===== src/mau_status_pkg.sv =====
// Shared constants and types for the twisted-pair status and indication logic.
package mau_status_pkg;

  // ****************************************************************
  // Clock and time base
  // ****************************************************************
  localparam int CLK_PERIOD_NS  = 25;
  localparam int MS_NS          = 1_000_000;
  localparam int MS_TICK_CYCLES = MS_NS / CLK_PERIOD_NS;
  localparam int MS_DIV_W       = 16;

  // ****************************************************************
  // Millisecond intervals, counted in ticks
  // ****************************************************************
  localparam int MS_CNT_W = 10;
  localparam int STRETCH_MIN_MS = 20;
  localparam int UNJAB_MIN_MS   = 250;
  localparam int JABBER_MS      = 26;
  localparam int LINK_LOSS_MS   = 100;
  localparam int LINK_PULSE_MS  = 16;
  // One tick is added because the first tick after a start may come at once.
  localparam logic [MS_CNT_W-1:0] STRETCH_TICKS =
    MS_CNT_W'(STRETCH_MIN_MS + 1);
  localparam logic [MS_CNT_W-1:0] UNJAB_TICKS = MS_CNT_W'(UNJAB_MIN_MS + 1);
  localparam logic [MS_CNT_W-1:0] JABBER_TICKS = MS_CNT_W'(JABBER_MS);
  localparam logic [MS_CNT_W-1:0] LINK_LOSS_TICKS = MS_CNT_W'(LINK_LOSS_MS);
  localparam logic [MS_CNT_W-1:0] LINK_PULSE_TICKS =
    MS_CNT_W'(LINK_PULSE_MS);

  // ****************************************************************
  // Heartbeat and control-in pattern
  // ****************************************************************
  localparam int SQE_CNT_W    = 8;
  localparam int SQE_DELAY_NS = 1000;
  localparam int SQE_BURST_NS = 1000;
  localparam logic [SQE_CNT_W-1:0] SQE_DELAY_CYCLES =
    SQE_CNT_W'((SQE_DELAY_NS + CLK_PERIOD_NS - 1) / CLK_PERIOD_NS);
  localparam logic [SQE_CNT_W-1:0] SQE_BURST_CYCLES =
    SQE_CNT_W'(SQE_BURST_NS / CLK_PERIOD_NS);
  localparam int CI_PATTERN_PERIOD_NS = 100;
  localparam logic [1:0] CI_HALF_CYCLES =
    2'(CI_PATTERN_PERIOD_NS / (2 * CLK_PERIOD_NS));

  typedef enum logic [2:0] {
    HB_IDLE  = 3'b001,
    HB_WAIT  = 3'b010,
    HB_BURST = 3'b100
  } hb_state_type;

endpackage


===== src/ms_tick_divider.sv =====
// Divider that makes a one-cycle enable pulse once per millisecond.
`timescale 1ns/100ps
`default_nettype none
module ms_tick_divider
  import mau_status_pkg::*;
#(
  parameter int unsigned MS_TICK_CYCLES_P = MS_TICK_CYCLES
) (
  // Clock and reset
  input  wire logic sys_clk,
  input  wire logic clr,
  // Tick
  output var  logic ms_tick
);

  logic [MS_DIV_W-1:0] div_reg;

  always_ff @(posedge sys_clk) begin
    if (clr) begin
      div_reg <= '0;
      ms_tick <= 1'b0;
    end else if (div_reg == MS_DIV_W'(MS_TICK_CYCLES_P - 1)) begin
      div_reg <= '0;
      ms_tick <= 1'b1;
    end else begin
      div_reg <= MS_DIV_W'(div_reg + 1'b1);
      ms_tick <= 1'b0;
    end
  end

endmodule
`default_nettype wire


===== src/pulse_stretcher.sv =====
// Indicator driver that holds an active-low LED output past an activity end.
`timescale 1ns/100ps
`default_nettype none
module pulse_stretcher
  import mau_status_pkg::*;
(
  // Clock and reset
  input  wire logic sys_clk,
  input  wire logic clr,
  input  wire logic ms_tick,
  // Activity and indicator
  input  wire logic active,
  output var  logic indicator_n
);

  logic [MS_CNT_W-1:0] hold_reg;

  always_ff @(posedge sys_clk) begin
    if (clr) begin
      hold_reg <= '0;
    end else if (active) begin
      hold_reg <= STRETCH_TICKS;
    end else if (ms_tick && hold_reg != '0) begin
      hold_reg <= MS_CNT_W'(hold_reg - 1'b1);
    end
  end

  always_ff @(posedge sys_clk) begin
    if (clr) begin
      indicator_n <= 1'b1;
    end else begin
      indicator_n <= ~(active | (hold_reg != '0));
    end
  end

endmodule
`default_nettype wire


===== src/tp_mau_status_indication.sv =====
// Status, indication, jabber and link logic of a twisted-pair attachment unit.
//
// Contract
// - Collision is low while data-out and twisted-pair receive are active.
// - Overlong data-out activity enters jabber, which holds collision on.
// - Jabber and its pattern end after 250 to 750 ms of data-out silence.
// - The heartbeat burst on control-in never drives the collision indicator.
// - The collision indicator is held 20 to 62 ms after a collision ends.
// - Link-status strapped low disables monitoring and keeps paths active.
// - Idle link pulses are generated whatever the link-status pin shows.
// - Link status is low while the link is good and released once it fails.
// - A low power-down/reset input resets all logic and enters power-down.
// - During power-down/reset every output and indicator except power_down is inactive.
// - The receive indicator is low while twisted-pair data goes to data-in.
// - The receive indicator is low during a collision, alongside collision.
// - The receive indicator is held 20 to 62 ms after reception ends.
// - The transmit indicator is low while sending and 20 to 62 ms after.
// - The transmit indicator is asserted only outside link-fail and jabber; here a stretch begun before either still runs on into it.
`timescale 1ns/100ps
`default_nettype none
module tp_mau_status_indication
  import mau_status_pkg::*;
#(
  parameter int unsigned MS_TICK_CYCLES_P = MS_TICK_CYCLES
) (
  // Clock and reset
  input  wire logic sys_clk,
  input  wire logic sys_rst,
  input  wire logic power_down_reset_n,
  // Activity from the line receivers, already squelched
  input  wire logic do_active,
  input  wire logic rx_active,
  input  wire logic link_pulse_rx,
  // Straps
  input  wire logic sqe_test_enable_n,
  // Link-status open-drain pin
  input  wire logic link_status_n_in,
  output var  logic link_status_n_out,
  output var  logic link_status_n_oe,
  // Data path enables
  output var  logic transmit_enable,
  output var  logic receive_forward,
  output var  logic link_pulse_out,
  // Control-in pair
  output var  logic ci_active,
  output var  logic ci_level,
  // Indicators
  output logic      collision_indicator_n,
  output logic      receive_indicator_n,
  output logic      transmit_indicator_n,
  output var  logic power_down
);

  // ****************************************************************
  // Reset and time base
  // ****************************************************************
  logic clr;
  logic ms_tick;

  assign clr = sys_rst | ~power_down_reset_n;

  ms_tick_divider #(
    .MS_TICK_CYCLES_P (MS_TICK_CYCLES_P)
  ) u_tick (
    .sys_clk (sys_clk),
    .clr     (clr),
    .ms_tick (ms_tick)
  );

  always_ff @(posedge sys_clk) begin
    if (sys_rst) begin
      power_down <= 1'b0;
    end else begin
      power_down <= ~power_down_reset_n;
    end
  end

  // ****************************************************************
  // Link-status strap
  // ****************************************************************
  // The pin is read once in the first cycle after reset, while our own
  // driver is still off; later we may drive it low ourselves, so a strap
  // applied after reset is only seen at the next reset.
  logic strap_taken_reg;
  logic link_strap_reg;

  always_ff @(posedge sys_clk) begin
    if (clr) begin
      strap_taken_reg <= 1'b0;
      link_strap_reg  <= 1'b0;
    end else if (!strap_taken_reg) begin
      strap_taken_reg <= 1'b1;
      link_strap_reg  <= ~link_status_n_in;
    end
  end

  // ****************************************************************
  // Jabber and unjab
  // ****************************************************************
  logic                jabber_reg;
  logic [MS_CNT_W-1:0] jab_cnt_reg;
  logic [MS_CNT_W-1:0] unjab_cnt_reg;

  always_ff @(posedge sys_clk) begin
    if (clr) begin
      jab_cnt_reg <= '0;
    end else if (!do_active || jabber_reg) begin
      jab_cnt_reg <= '0;
    end else if (ms_tick) begin
      jab_cnt_reg <= MS_CNT_W'(jab_cnt_reg + 1'b1);
    end
  end

  always_ff @(posedge sys_clk) begin
    if (clr) begin
      unjab_cnt_reg <= '0;
    end else if (!jabber_reg || do_active) begin
      unjab_cnt_reg <= '0;
    end else if (ms_tick) begin
      unjab_cnt_reg <= MS_CNT_W'(unjab_cnt_reg + 1'b1);
    end
  end

  always_ff @(posedge sys_clk) begin
    if (clr) begin
      jabber_reg <= 1'b0;
    end else if (!jabber_reg && jab_cnt_reg >= JABBER_TICKS) begin
      jabber_reg <= 1'b1;
    end else if (jabber_reg && unjab_cnt_reg >= UNJAB_TICKS) begin
      jabber_reg <= 1'b0;
    end
  end

  // ****************************************************************
  // Link integrity
  // ****************************************************************
  logic                link_good_reg;
  logic [MS_CNT_W-1:0] loss_cnt_reg;
  logic                link_ok;

  always_ff @(posedge sys_clk) begin
    if (clr) begin
      loss_cnt_reg <= '0;
    end else if (link_pulse_rx || rx_active) begin
      loss_cnt_reg <= '0;
    end else if (ms_tick && loss_cnt_reg != LINK_LOSS_TICKS) begin
      loss_cnt_reg <= MS_CNT_W'(loss_cnt_reg + 1'b1);
    end
  end

  // Link is assumed good out of reset so that a quiet cable is given the
  // whole loss interval before it is declared failed.
  always_ff @(posedge sys_clk) begin
    if (clr) begin
      link_good_reg <= 1'b1;
    end else if (link_pulse_rx || rx_active) begin
      link_good_reg <= 1'b1;
    end else if (loss_cnt_reg == LINK_LOSS_TICKS) begin
      link_good_reg <= 1'b0;
    end
  end

  assign link_ok = link_good_reg | link_strap_reg;

  always_ff @(posedge sys_clk) begin
    if (clr) begin
      link_status_n_out <= 1'b1;
      link_status_n_oe  <= 1'b0;
    end else begin
      link_status_n_out <= 1'b0;
      link_status_n_oe  <= link_ok;
    end
  end

  // ****************************************************************
  // Idle link pulse generation
  // ****************************************************************
  logic [MS_CNT_W-1:0] pulse_cnt_reg;

  always_ff @(posedge sys_clk) begin
    if (clr) begin
      pulse_cnt_reg  <= '0;
      link_pulse_out <= 1'b0;
    end else if (do_active) begin
      pulse_cnt_reg  <= '0;
      link_pulse_out <= 1'b0;
    end else if (ms_tick && pulse_cnt_reg == LINK_PULSE_TICKS - 1'b1) begin
      pulse_cnt_reg  <= '0;
      link_pulse_out <= 1'b1;
    end else begin
      if (ms_tick) begin
        pulse_cnt_reg <= MS_CNT_W'(pulse_cnt_reg + 1'b1);
      end
      link_pulse_out <= 1'b0;
    end
  end

  // ****************************************************************
  // Data paths and collision
  // ****************************************************************
  logic col_raw;
  logic tx_path;
  logic rx_path;

  assign col_raw = do_active & rx_active;
  assign tx_path = do_active & ~jabber_reg & link_ok;
  assign rx_path = rx_active & link_ok;

  always_ff @(posedge sys_clk) begin
    if (clr) begin
      transmit_enable <= 1'b0;
      receive_forward <= 1'b0;
    end else begin
      transmit_enable <= tx_path;
      receive_forward <= rx_path;
    end
  end

  // ****************************************************************
  // Heartbeat after data-out ends
  // ****************************************************************
  hb_state_type         hb_state_reg;
  logic [SQE_CNT_W-1:0] hb_cnt_reg;
  logic                 do_prev_reg;

  always_ff @(posedge sys_clk) begin
    if (clr) begin
      do_prev_reg <= 1'b0;
    end else begin
      do_prev_reg <= do_active;
    end
  end

  always_ff @(posedge sys_clk) begin
    if (clr) begin
      hb_state_reg <= HB_IDLE;
      hb_cnt_reg   <= '0;
    end else begin
      unique case (hb_state_reg)
        HB_IDLE: begin
          hb_cnt_reg <= '0;
          if (do_prev_reg && !do_active && !jabber_reg &&
              !sqe_test_enable_n) begin
            hb_state_reg <= HB_WAIT;
          end
        end
        HB_WAIT: begin
          if (do_active || jabber_reg) begin
            hb_state_reg <= HB_IDLE;
          end else if (hb_cnt_reg == SQE_DELAY_CYCLES - 1'b1) begin
            hb_cnt_reg   <= '0;
            hb_state_reg <= HB_BURST;
          end else begin
            hb_cnt_reg <= SQE_CNT_W'(hb_cnt_reg + 1'b1);
          end
        end
        HB_BURST: begin
          if (hb_cnt_reg == SQE_BURST_CYCLES - 1'b1) begin
            hb_state_reg <= HB_IDLE;
          end else begin
            hb_cnt_reg <= SQE_CNT_W'(hb_cnt_reg + 1'b1);
          end
        end
      endcase
    end
  end

  // ****************************************************************
  // Control-in pattern
  // ****************************************************************
  logic       ci_want;
  logic [1:0] ci_half_reg;

  // The heartbeat reaches only the pair, never the collision LED.
  assign ci_want = col_raw | jabber_reg | (hb_state_reg == HB_BURST);

  always_ff @(posedge sys_clk) begin
    if (clr) begin
      ci_active   <= 1'b0;
      ci_level    <= 1'b0;
      ci_half_reg <= '0;
    end else if (!ci_want) begin
      ci_active   <= 1'b0;
      ci_level    <= 1'b0;
      ci_half_reg <= '0;
    end else if (ci_half_reg == CI_HALF_CYCLES - 1'b1) begin
      ci_active   <= 1'b1;
      ci_level    <= ~ci_level;
      ci_half_reg <= '0;
    end else begin
      ci_active   <= 1'b1;
      ci_half_reg <= 2'(ci_half_reg + 1'b1);
    end
  end

  // ****************************************************************
  // Stretched indicators
  // ****************************************************************
  pulse_stretcher u_col_led (
    .sys_clk     (sys_clk),
    .clr         (clr),
    .ms_tick     (ms_tick),
    .active      (col_raw | jabber_reg),
    .indicator_n (collision_indicator_n)
  );

  pulse_stretcher u_rcv_led (
    .sys_clk     (sys_clk),
    .clr         (clr),
    .ms_tick     (ms_tick),
    .active      (rx_path | col_raw),
    .indicator_n (receive_indicator_n)
  );

  pulse_stretcher u_xmt_led (
    .sys_clk     (sys_clk),
    .clr         (clr),
    .ms_tick     (ms_tick),
    .active      (tx_path),
    .indicator_n (transmit_indicator_n)
  );

endmodule
`default_nettype wire


===== config.mk =====
export PLATFORM = sky130hd
export DESIGN_NAME = tp_mau_status_indication
export DESIGN_NICKNAME = d
export VERILOG_FILES = /design/src/mau_status_pkg.sv /design/src/ms_tick_divider.sv /design/src/pulse_stretcher.sv /design/src/tp_mau_status_indication.sv
export SDC_FILE = /design/constraint.sdc
export NUM_CORES = 1
export LEC_CHECK = 0
export BUFFER_PORTS_ARGS = -buffer_cell sky130_fd_sc_hd__buf_2
export CAP_MARGIN = 20
export CORE_MARGIN = 4
export CORE_UTILIZATION = 44
export CTS_CLUSTER_DIAMETER = 30
export DETAILED_ROUTE_END_ITERATION = 16
export PLACE_DENSITY_LB_ADDON = 0.05
export SLEW_MARGIN = 20
export SYNTH_ARGS = -nofsm -noshare
export SYNTH_HDL_FRONTEND = slang
export SYNTH_SLANG_ARGS = --single-unit

===== constraint.sdc =====
create_clock -name sys_clk -period 2.15 [get_ports sys_clk]
set_input_delay 0.3225 -clock sys_clk [delete_from_list [all_inputs] [get_ports sys_clk]]
set_output_delay 0.3225 -clock sys_clk [all_outputs]
set_load 0.01 [all_outputs]

==> results of run 1 <==
-- per-stage QoR --
step | power (uW) | cells
after floorplan | 2323 | 592
after global placement | 2373 | 749
after detailed placement | 2374 | 749
after CTS | 5153 | 779
after global routing | 5276 | 779
final | 5075 | 779
-- where the power goes --
| group | switching (uW) | internal (uW) | total, uW |
|---|---|---|---|
| clock | 905 | 1840 | 2740 |
| sequential | 14.5 | 2170 | 2190 |
| combinational | 89.6 | 51.1 | 141 |
| total | 1010 | 4070 | 5070 |
-- cells in the final DEF, fill, tap and decap left out, types with 4 or more instances in the layout --
cell type,n
a311oi_1,4
nor2_1,83
nand2_1,33
dfxtp_1,116
nor4_1,11
or4_1,7
and4_1,5
nand3b_1,6
nor3_1,20
ha_1,13
a31oi_1,5
a211oi_1,7
o21ai_0,14
nor2b_1,5
clkbuf_8,5
a2111oi_0,4
or3_1,12
and2_1,5
inv_1,20
nand2b_1,4
xor2_1,22
nand3_1,32
xnor2_1,40
buf_4,11
buf_2,18
a21oi_1,28
mux2i_1,9
and3_1,10
or2_2,6
clkbuf_16,17
nand4_1,17
clkbuf_1,4
-- synth_stat cells, types with 2 or more instances --
| master | number |
|---|---|
| buf_6 | 3 |
| xnor2_1 | 40 |
| a2111oi_0 | 4 |
| dfxtp_1 | 116 |
| clkbuf_1 | 6 |
| ha_1 | 13 |
| nor3_1 | 20 |
| o311ai_0 | 2 |
| a31o_2 | 2 |
| nand2_1 | 33 |
| and2_1 | 5 |
| xor2_1 | 22 |
| a21oi_1 | 28 |
| nor3b_1 | 2 |
| mux2i_1 | 9 |
| or4b_1 | 2 |
| nand4b_1 | 2 |
| or3_1 | 12 |
| nor4_1 | 11 |
| o211ai_1 | 2 |
| or4_1 | 7 |
| nand4_1 | 17 |
| nor4b_1 | 3 |
| a31oi_1 | 5 |
| or2_2 | 6 |
| nand3b_1 | 6 |
| o31ai_1 | 3 |
| o21ai_0 | 14 |
| a211oi_1 | 7 |
| nor2_1 | 83 |
| nor2b_1 | 5 |
| buf_1 | 2 |
| buf_4 | 2 |
| and3_1 | 10 |
| and4_1 | 5 |
| a311oi_1 | 4 |
| nand2b_1 | 4 |
| buf_2 | 2 |
| nand4bb_1 | 2 |
| nand3_1 | 32 |
| inv_1 | 20 |
| nor4_2 | 3 |
-- final cells by class --
| type | count | share of cell area |
|---|---|---|
| timing repair buffer | 29 | 0.02824 |
| clock buffer | 26 | 0.08330 |
| multi-input combinational | 440 | 0.4550 |
| sequential | 116 | 0.3799 |
| inverter | 21 | 0.01289 |
| tap | 143 | 0.02927 |
| clock inverter | 4 | 0.01146 |
-- final timing paths --
| kind | start | endpoint | slack, ps | cells past startpoint |
|---|---|---|---|---|
| max | hb_cnt_reg[0]$_SDFFE_PN0P_ | hb_cnt_reg[2]$_SDFFE_PN0P_ | 220 | 5 |
| min | sys_rst | power_down$_SDFF_PP0_ | 70 | 2 |
| max reg2reg | hb_cnt_reg[0]$_SDFFE_PN0P_ | hb_cnt_reg[2]$_SDFFE_PN0P_ | 220 | 5 |
| min reg2reg | ci_half_reg[0]$_SDFF_PP0_ | ci_half_reg[0]$_SDFF_PP0_ | 430 | 1 |
-- per-layer routing --
metal  part of all wire  vias up  wire length, um  global-route usage
met2               0.46       49             4784              0.2533
met1               0.50     1974             5210              0.2007
met5                  0        -                0                   0
met4              0.012        0              127             0.07033
li1                   -     2179                -                   -
met3              0.035       12              369             0.05142
-- critical path: stages, from the launching register on --
cell	delay [ps]
dfxtp_1	320
ha_1	240
and3_1	250
a32o_1	370
or4_1	500
o22ai_1	160
-- kinds of logic (layout without fill, tap and decap cells) --
group,Yosys count,count (layout),synth area share
mux,10,10,0.01923
compound gates,81,81,0.09969
xor+xnor,62,62,0.1030
flops,116,116,0.4405
simple gates,274,274,0.2749
fa+ha+maj,13,13,0.03086
buf+inv,36,80,0.03180
==> results_dict.tcl, run 1 <==
set metrics [dict create \
    clockRootBuffer "clkbuf_16" \
    dr_total_vias 4214 \
    ys_warn_count 0 \
    cp_max_fo 9 \
    maxSlewViolCount 0 \
    endpoint_kind "flip-flop" \
    hold_violations 0 \
    multi_input_area_um2 2781 \
    ys_top_cells_by_area "dfxtp_1, xnor2_1, nor2_1" \
    gr-total-overflow 0 \
    cap_viol_max_count 0 \
    viasPerCell 5.409 \
    grt_pass1_wl_um 18240 \
    p_per_area_nw_per_um2 830.1 \
    regArea_um2 2322 \
    grt_max_degree 29 \
    syn_nets 613 \
    post-route-period-util 0.8957 \
    synth-edff-count 0 \
    drtPass1Iterations 4 \
    total_leakage_power_uw 0.002103 \
    grt_antenna_before_repair 0 \
    rows 39 \
    wl_per_cell_um 13.47 \
    fin_ws_ps 224.2 \
    yosys.area.top_type_share 0.4405 \
    cts-resized-gates 0 \
    fin_setup_tns_ps 0 \
    area_growth_pct 15.97 \
    totalWireLength_um 10490 \
    fillCellCount 1102 \
    timing.hold.ws_ps 66.94 \
    synth_area_leader_cell "dfxtp_1" \
    die-height_um 117.5 \
    cts.sinks 116 \
    synth_cells 592 \
    initial_core_util 0.4558 \
    async_flop_share 0 \
    avgSynthCellArea_um2 8.904 \
    fin_util 0.5286 \
    largest_reg_flops 16 \
    clkLatencyLatePin_ps 410 \
    dr.first_iter.drc_count 257 \
    tightest_slew_ps 686.3 \
    yosysSeqAreaShare 0.4405 \
    post_cts_buffers 0 \
    clk_pin_slew_ps 50 \
    vdd_drop_max_mv 0.4844 \
    ys_seq_elements 116 \
    track_usage 0.1602 \
    syn_area_um2 5271 \
    status "complete, no violations" \
    htreeDepth 4 \
    port_buffers 18 \
    coreArea_um2 11560 \
    die_w_um 117.5 \
    ys_types 58 \
    dp_slack_ps 263.1 \
    routabilityCongestion 0.8157 \
    cts_buffers 17 \
    synth_flop_cell "dfxtp_1" \
    tritoncts "built" \
    slew_headroom 0.5382 \
    finalInstanceArea_um2 6113 \
    crit_path_start_kind "flip-flop" \
    ios 19 \
    fin_crit_ps 1926 \
    place_area_um2 5534 \
    fmax_mhz 519.3 \
    die_area_um2 13800 \
    cts_hold_buf 0 \
    clk_path_buf_depth 2 \
    hp-class "in -> reg" \
    dpl.hpwl_um 7243 \
    antenna_left 0 \
    fin_nets 646 \
    worstSetupPathType "reg -> reg" \
    layout-drive-gt1-share 0.1116 \
    skew_ps 5.633 \
    cp.required_ps 2480 \
    cp.arrival_ps 2260 \
    drcViolationCount 0 \
    setup_viol 0 \
    grt_pass1_vias 4000 \
    n_antenna_cell 0 \
    rsz0062_at_grt "false" \
]
Note: power is estimated with default switching activity, not from simulation.
==> run 2, diff against run 1 <==
Settings changed: ABC_AREA from default to 1, HOLD_SLACK_MARGIN from default to 0.02.
==> run 2 against run 1 <==
Cell area up 9.0%; synthesized cell count up 37%; clock skew up 1.6 ps; core utilization down 0.69 points.
==> results_dict.tcl, run 2 <==
set metrics [dict create \
    clkLatencyLatePin_ps 410 \
    totalWireLength_um 11940 \
    die_w_um 122.9 \
    mostFrequentLayoutCell "nand2_1" \
    fin_crit_ps 1624 \
    crit_family "simple AND/OR/NAND/NOR gates" \
    rows 41 \
    crit_chain "buf_4 -> nand3_2 -> nor2_1 -> nand2_1 -> nor2_2 -> nand3_1 -> nor2_1 -> nor2_1" \
    skew_ps 7.205 \
    crit_slowest_cell "dfxtp_1" \
    area_growth_pct 14.69 \
    n_antenna_cell 0 \
    synth_common_cells "nand2_1, dfxtp_1, nor2_1, inv_1, a21oi_1" \
    r2r_end "jab_cnt_reg[8]$_SDFFE_PP0P_" \
    htreeDepth 4 \
    async_flop_share 0 \
    synth_flop_cell "dfxtp_1" \
    drcViolationCount 0 \
    yosysMostFrequentCell "nand2_1" \
    layout_common_cells "nand2_1, dfxtp_1, nor2_1" \
    ys_seq_elements 116 \
    vdd_drop_max_mv 0.5494 \
    dpl.hpwl_um 8595 \
    yosysSeqAreaShare 0.3997 \
    dr.first_iter.drc_count 241 \
    worst-r2r-setup-slack_ps 530 \
    max_stage_delay_ps 530 \
    syn_nets 834 \
    tritoncts "built" \
    wl_per_cell_um 11.58 \
    timing.hold.ws_ps 75.08 \
    total_leakage_power_uw 0.002711 \
    p_per_area_nw_per_um2 769.6 \
    total_power_uw 5129 \
    layout-drive-gt1-share 0.1350 \
    hp-class "in -> reg" \
    crit_path_start_kind "flip-flop" \
    avgSynthCellArea_um2 7.147 \
    crit_top_cell "nor2_1" \
    worstRegToRegCells 8 \
    r2r-start "u_tick.ms_tick$_SDFF_PN0_" \
    path_buf_inv 1 \
    setup_viol 0 \
    cp_max_fo 11 \
    cts.sinks 116 \
    gr-total-overflow 0 \
    tightest_slew_ps 489.7 \
    synth_cells 813 \
    grt_antenna_before_repair 0 \
    ys_types 42 \
    hold_violations 0 \
    fin_setup_tns_ps 0 \
    dp_slack_ps 535.6 \
    dr_total_vias 5022 \
    fmax_mhz 615.9 \
    coreArea_um2 12770 \
    fillCellCount 1259 \
    cap_viol_max_count 0 \
    synth-edff-count 0 \
    ys_top_cells_by_area "dfxtp_1, nand2_1, nor2_1" \
    yosys.area.top_type_share 0.3997 \
    fin_util 0.5217 \
    initial_core_util 0.4549 \
    grt_pass1_vias 4657 \
    fin_ws_ps 526.4 \
    port_buffers 18 \
    post_cts_buffers 0 \
    die_area_um2 15110 \
    cp.required_ps 2450 \
    worstSetupPathType "reg -> reg" \
    fin_nets 867 \
    cp.arrival_ps 1930 \
    grt_pass1_wl_um 21010 \
    track_usage 0.1718 \
    syn_area_um2 5811 \
    endpoint_kind "flip-flop" \
    synth_area_leader_cell "dfxtp_1" \
    die-height_um 122.9 \
    cts_hold_buf 0 \
    largest_reg_flops 16 \
    cts-resized-gates 0 \
    drtPass1Iterations 4 \
    slew_headroom 0.6701 \
    ys_warn_count 0 \
    status "complete, no violations" \
    viasPerCell 4.871 \
    clockRootBuffer "clkbuf_16" \
    worstSetupPathDepth 8 \
    cts_buffers 17 \
    startpoint "u_tick.ms_tick$_SDFF_PN0_" \
    antenna_left 0 \
    rsz0062_at_grt "false" \
    routabilityCongestion 0.8525 \
    grt_max_degree 21 \
    maxSlewViolCount 0 \
    post-route-period-util 0.7552 \
    cp-endpoint "jab_cnt_reg[8]$_SDFFE_PP0P_" \
    clk_pin_slew_ps 50 \
    ios 19 \
    clk_path_buf_depth 2 \
]
run 2: power by group:
part           internal [uW]  total, uW  leakage, uW  switching, uW
sequential              2170       2190     0.000938           13.6
combinational           73.4        213      0.00148            139
clock                   1780       2730     0.000292            952
run 2: metrics by stage:
| step | cell area (um^2) | std cells |
|---|---|---|
| 2_1_floorplan | 5811 | 813 |
| 3_3_place_gp | 6086 | 999 |
| 3_5_place_dp | 6086 | 999 |
| 4_1_cts | 6664 | 1031 |
| 5_1_grt | 6664 | 1031 |
| 6_report | 6664 | 1031 |
run 2: logic make-up (layout without fill, tap and decap cells):
kind of cell,after synthesis,count (layout),synth area share
XOR/XNOR,31,31,0.04673
adder cells (fa/ha/maj),13,13,0.02799
AND/OR/NAND/NOR,449,449,0.3553
AO/OA/AOI/OAI,96,96,0.09410
buffers and inverters,108,154,0.07622
flip-flops,116,116,0.3997
run 2: worst register-to-register path, cell delays in order, from the launching register on:
cell	delay, ps
dfxtp_1	530
buf_4	260
nand3_2	90
nor2_1	140
nand2_1	100
nor2_2	140
nand3_1	110
nor2_1	100
nor2_1	50
run 2: layout make-up:
cell class                      count  area [um^2]  share of cell area
Clock buffer                       21        470.5             0.07060
Timing Repair Buffer               23        127.6             0.01915
Clock inverter                     11        107.6             0.01615
Inverter                           99        375.4             0.05633
Tap cell                          172        215.2             0.03229
Sequential cell                   116         2322              0.3485
Multi-Input combinational cell    589         3045              0.4570
run 2: worst min path at each step:
stage                                    startpoint                   endpoint  cells after the start
after floorplan                             sys_rst      power_down$_SDFF_PP0_                      1
after global placement    ci_half_reg[0]$_SDFF_PP0_  ci_half_reg[0]$_SDFF_PP0_                      1
after detailed placement  ci_half_reg[0]$_SDFF_PP0_  ci_half_reg[0]$_SDFF_PP0_                      1
after CTS                        power_down_reset_n      power_down$_SDFF_PP0_                      2
after global routing             power_down_reset_n      power_down$_SDFF_PP0_                      2
final                            power_down_reset_n      power_down$_SDFF_PP0_                      2
run 2: metal layers:
| metal | global-route usage | vias up | wire length [um] |
|---|---|---|---|
| li1 | - | 2677 | - |
| met1 | 0.2213 | 2271 | 5950 |
| met2 | 0.2764 | 64 | 5482 |
| met3 | 0.04803 | 10 | 413 |
| met4 | 0.06018 | 0 | 95 |
| met5 | 0 | - | 0 |
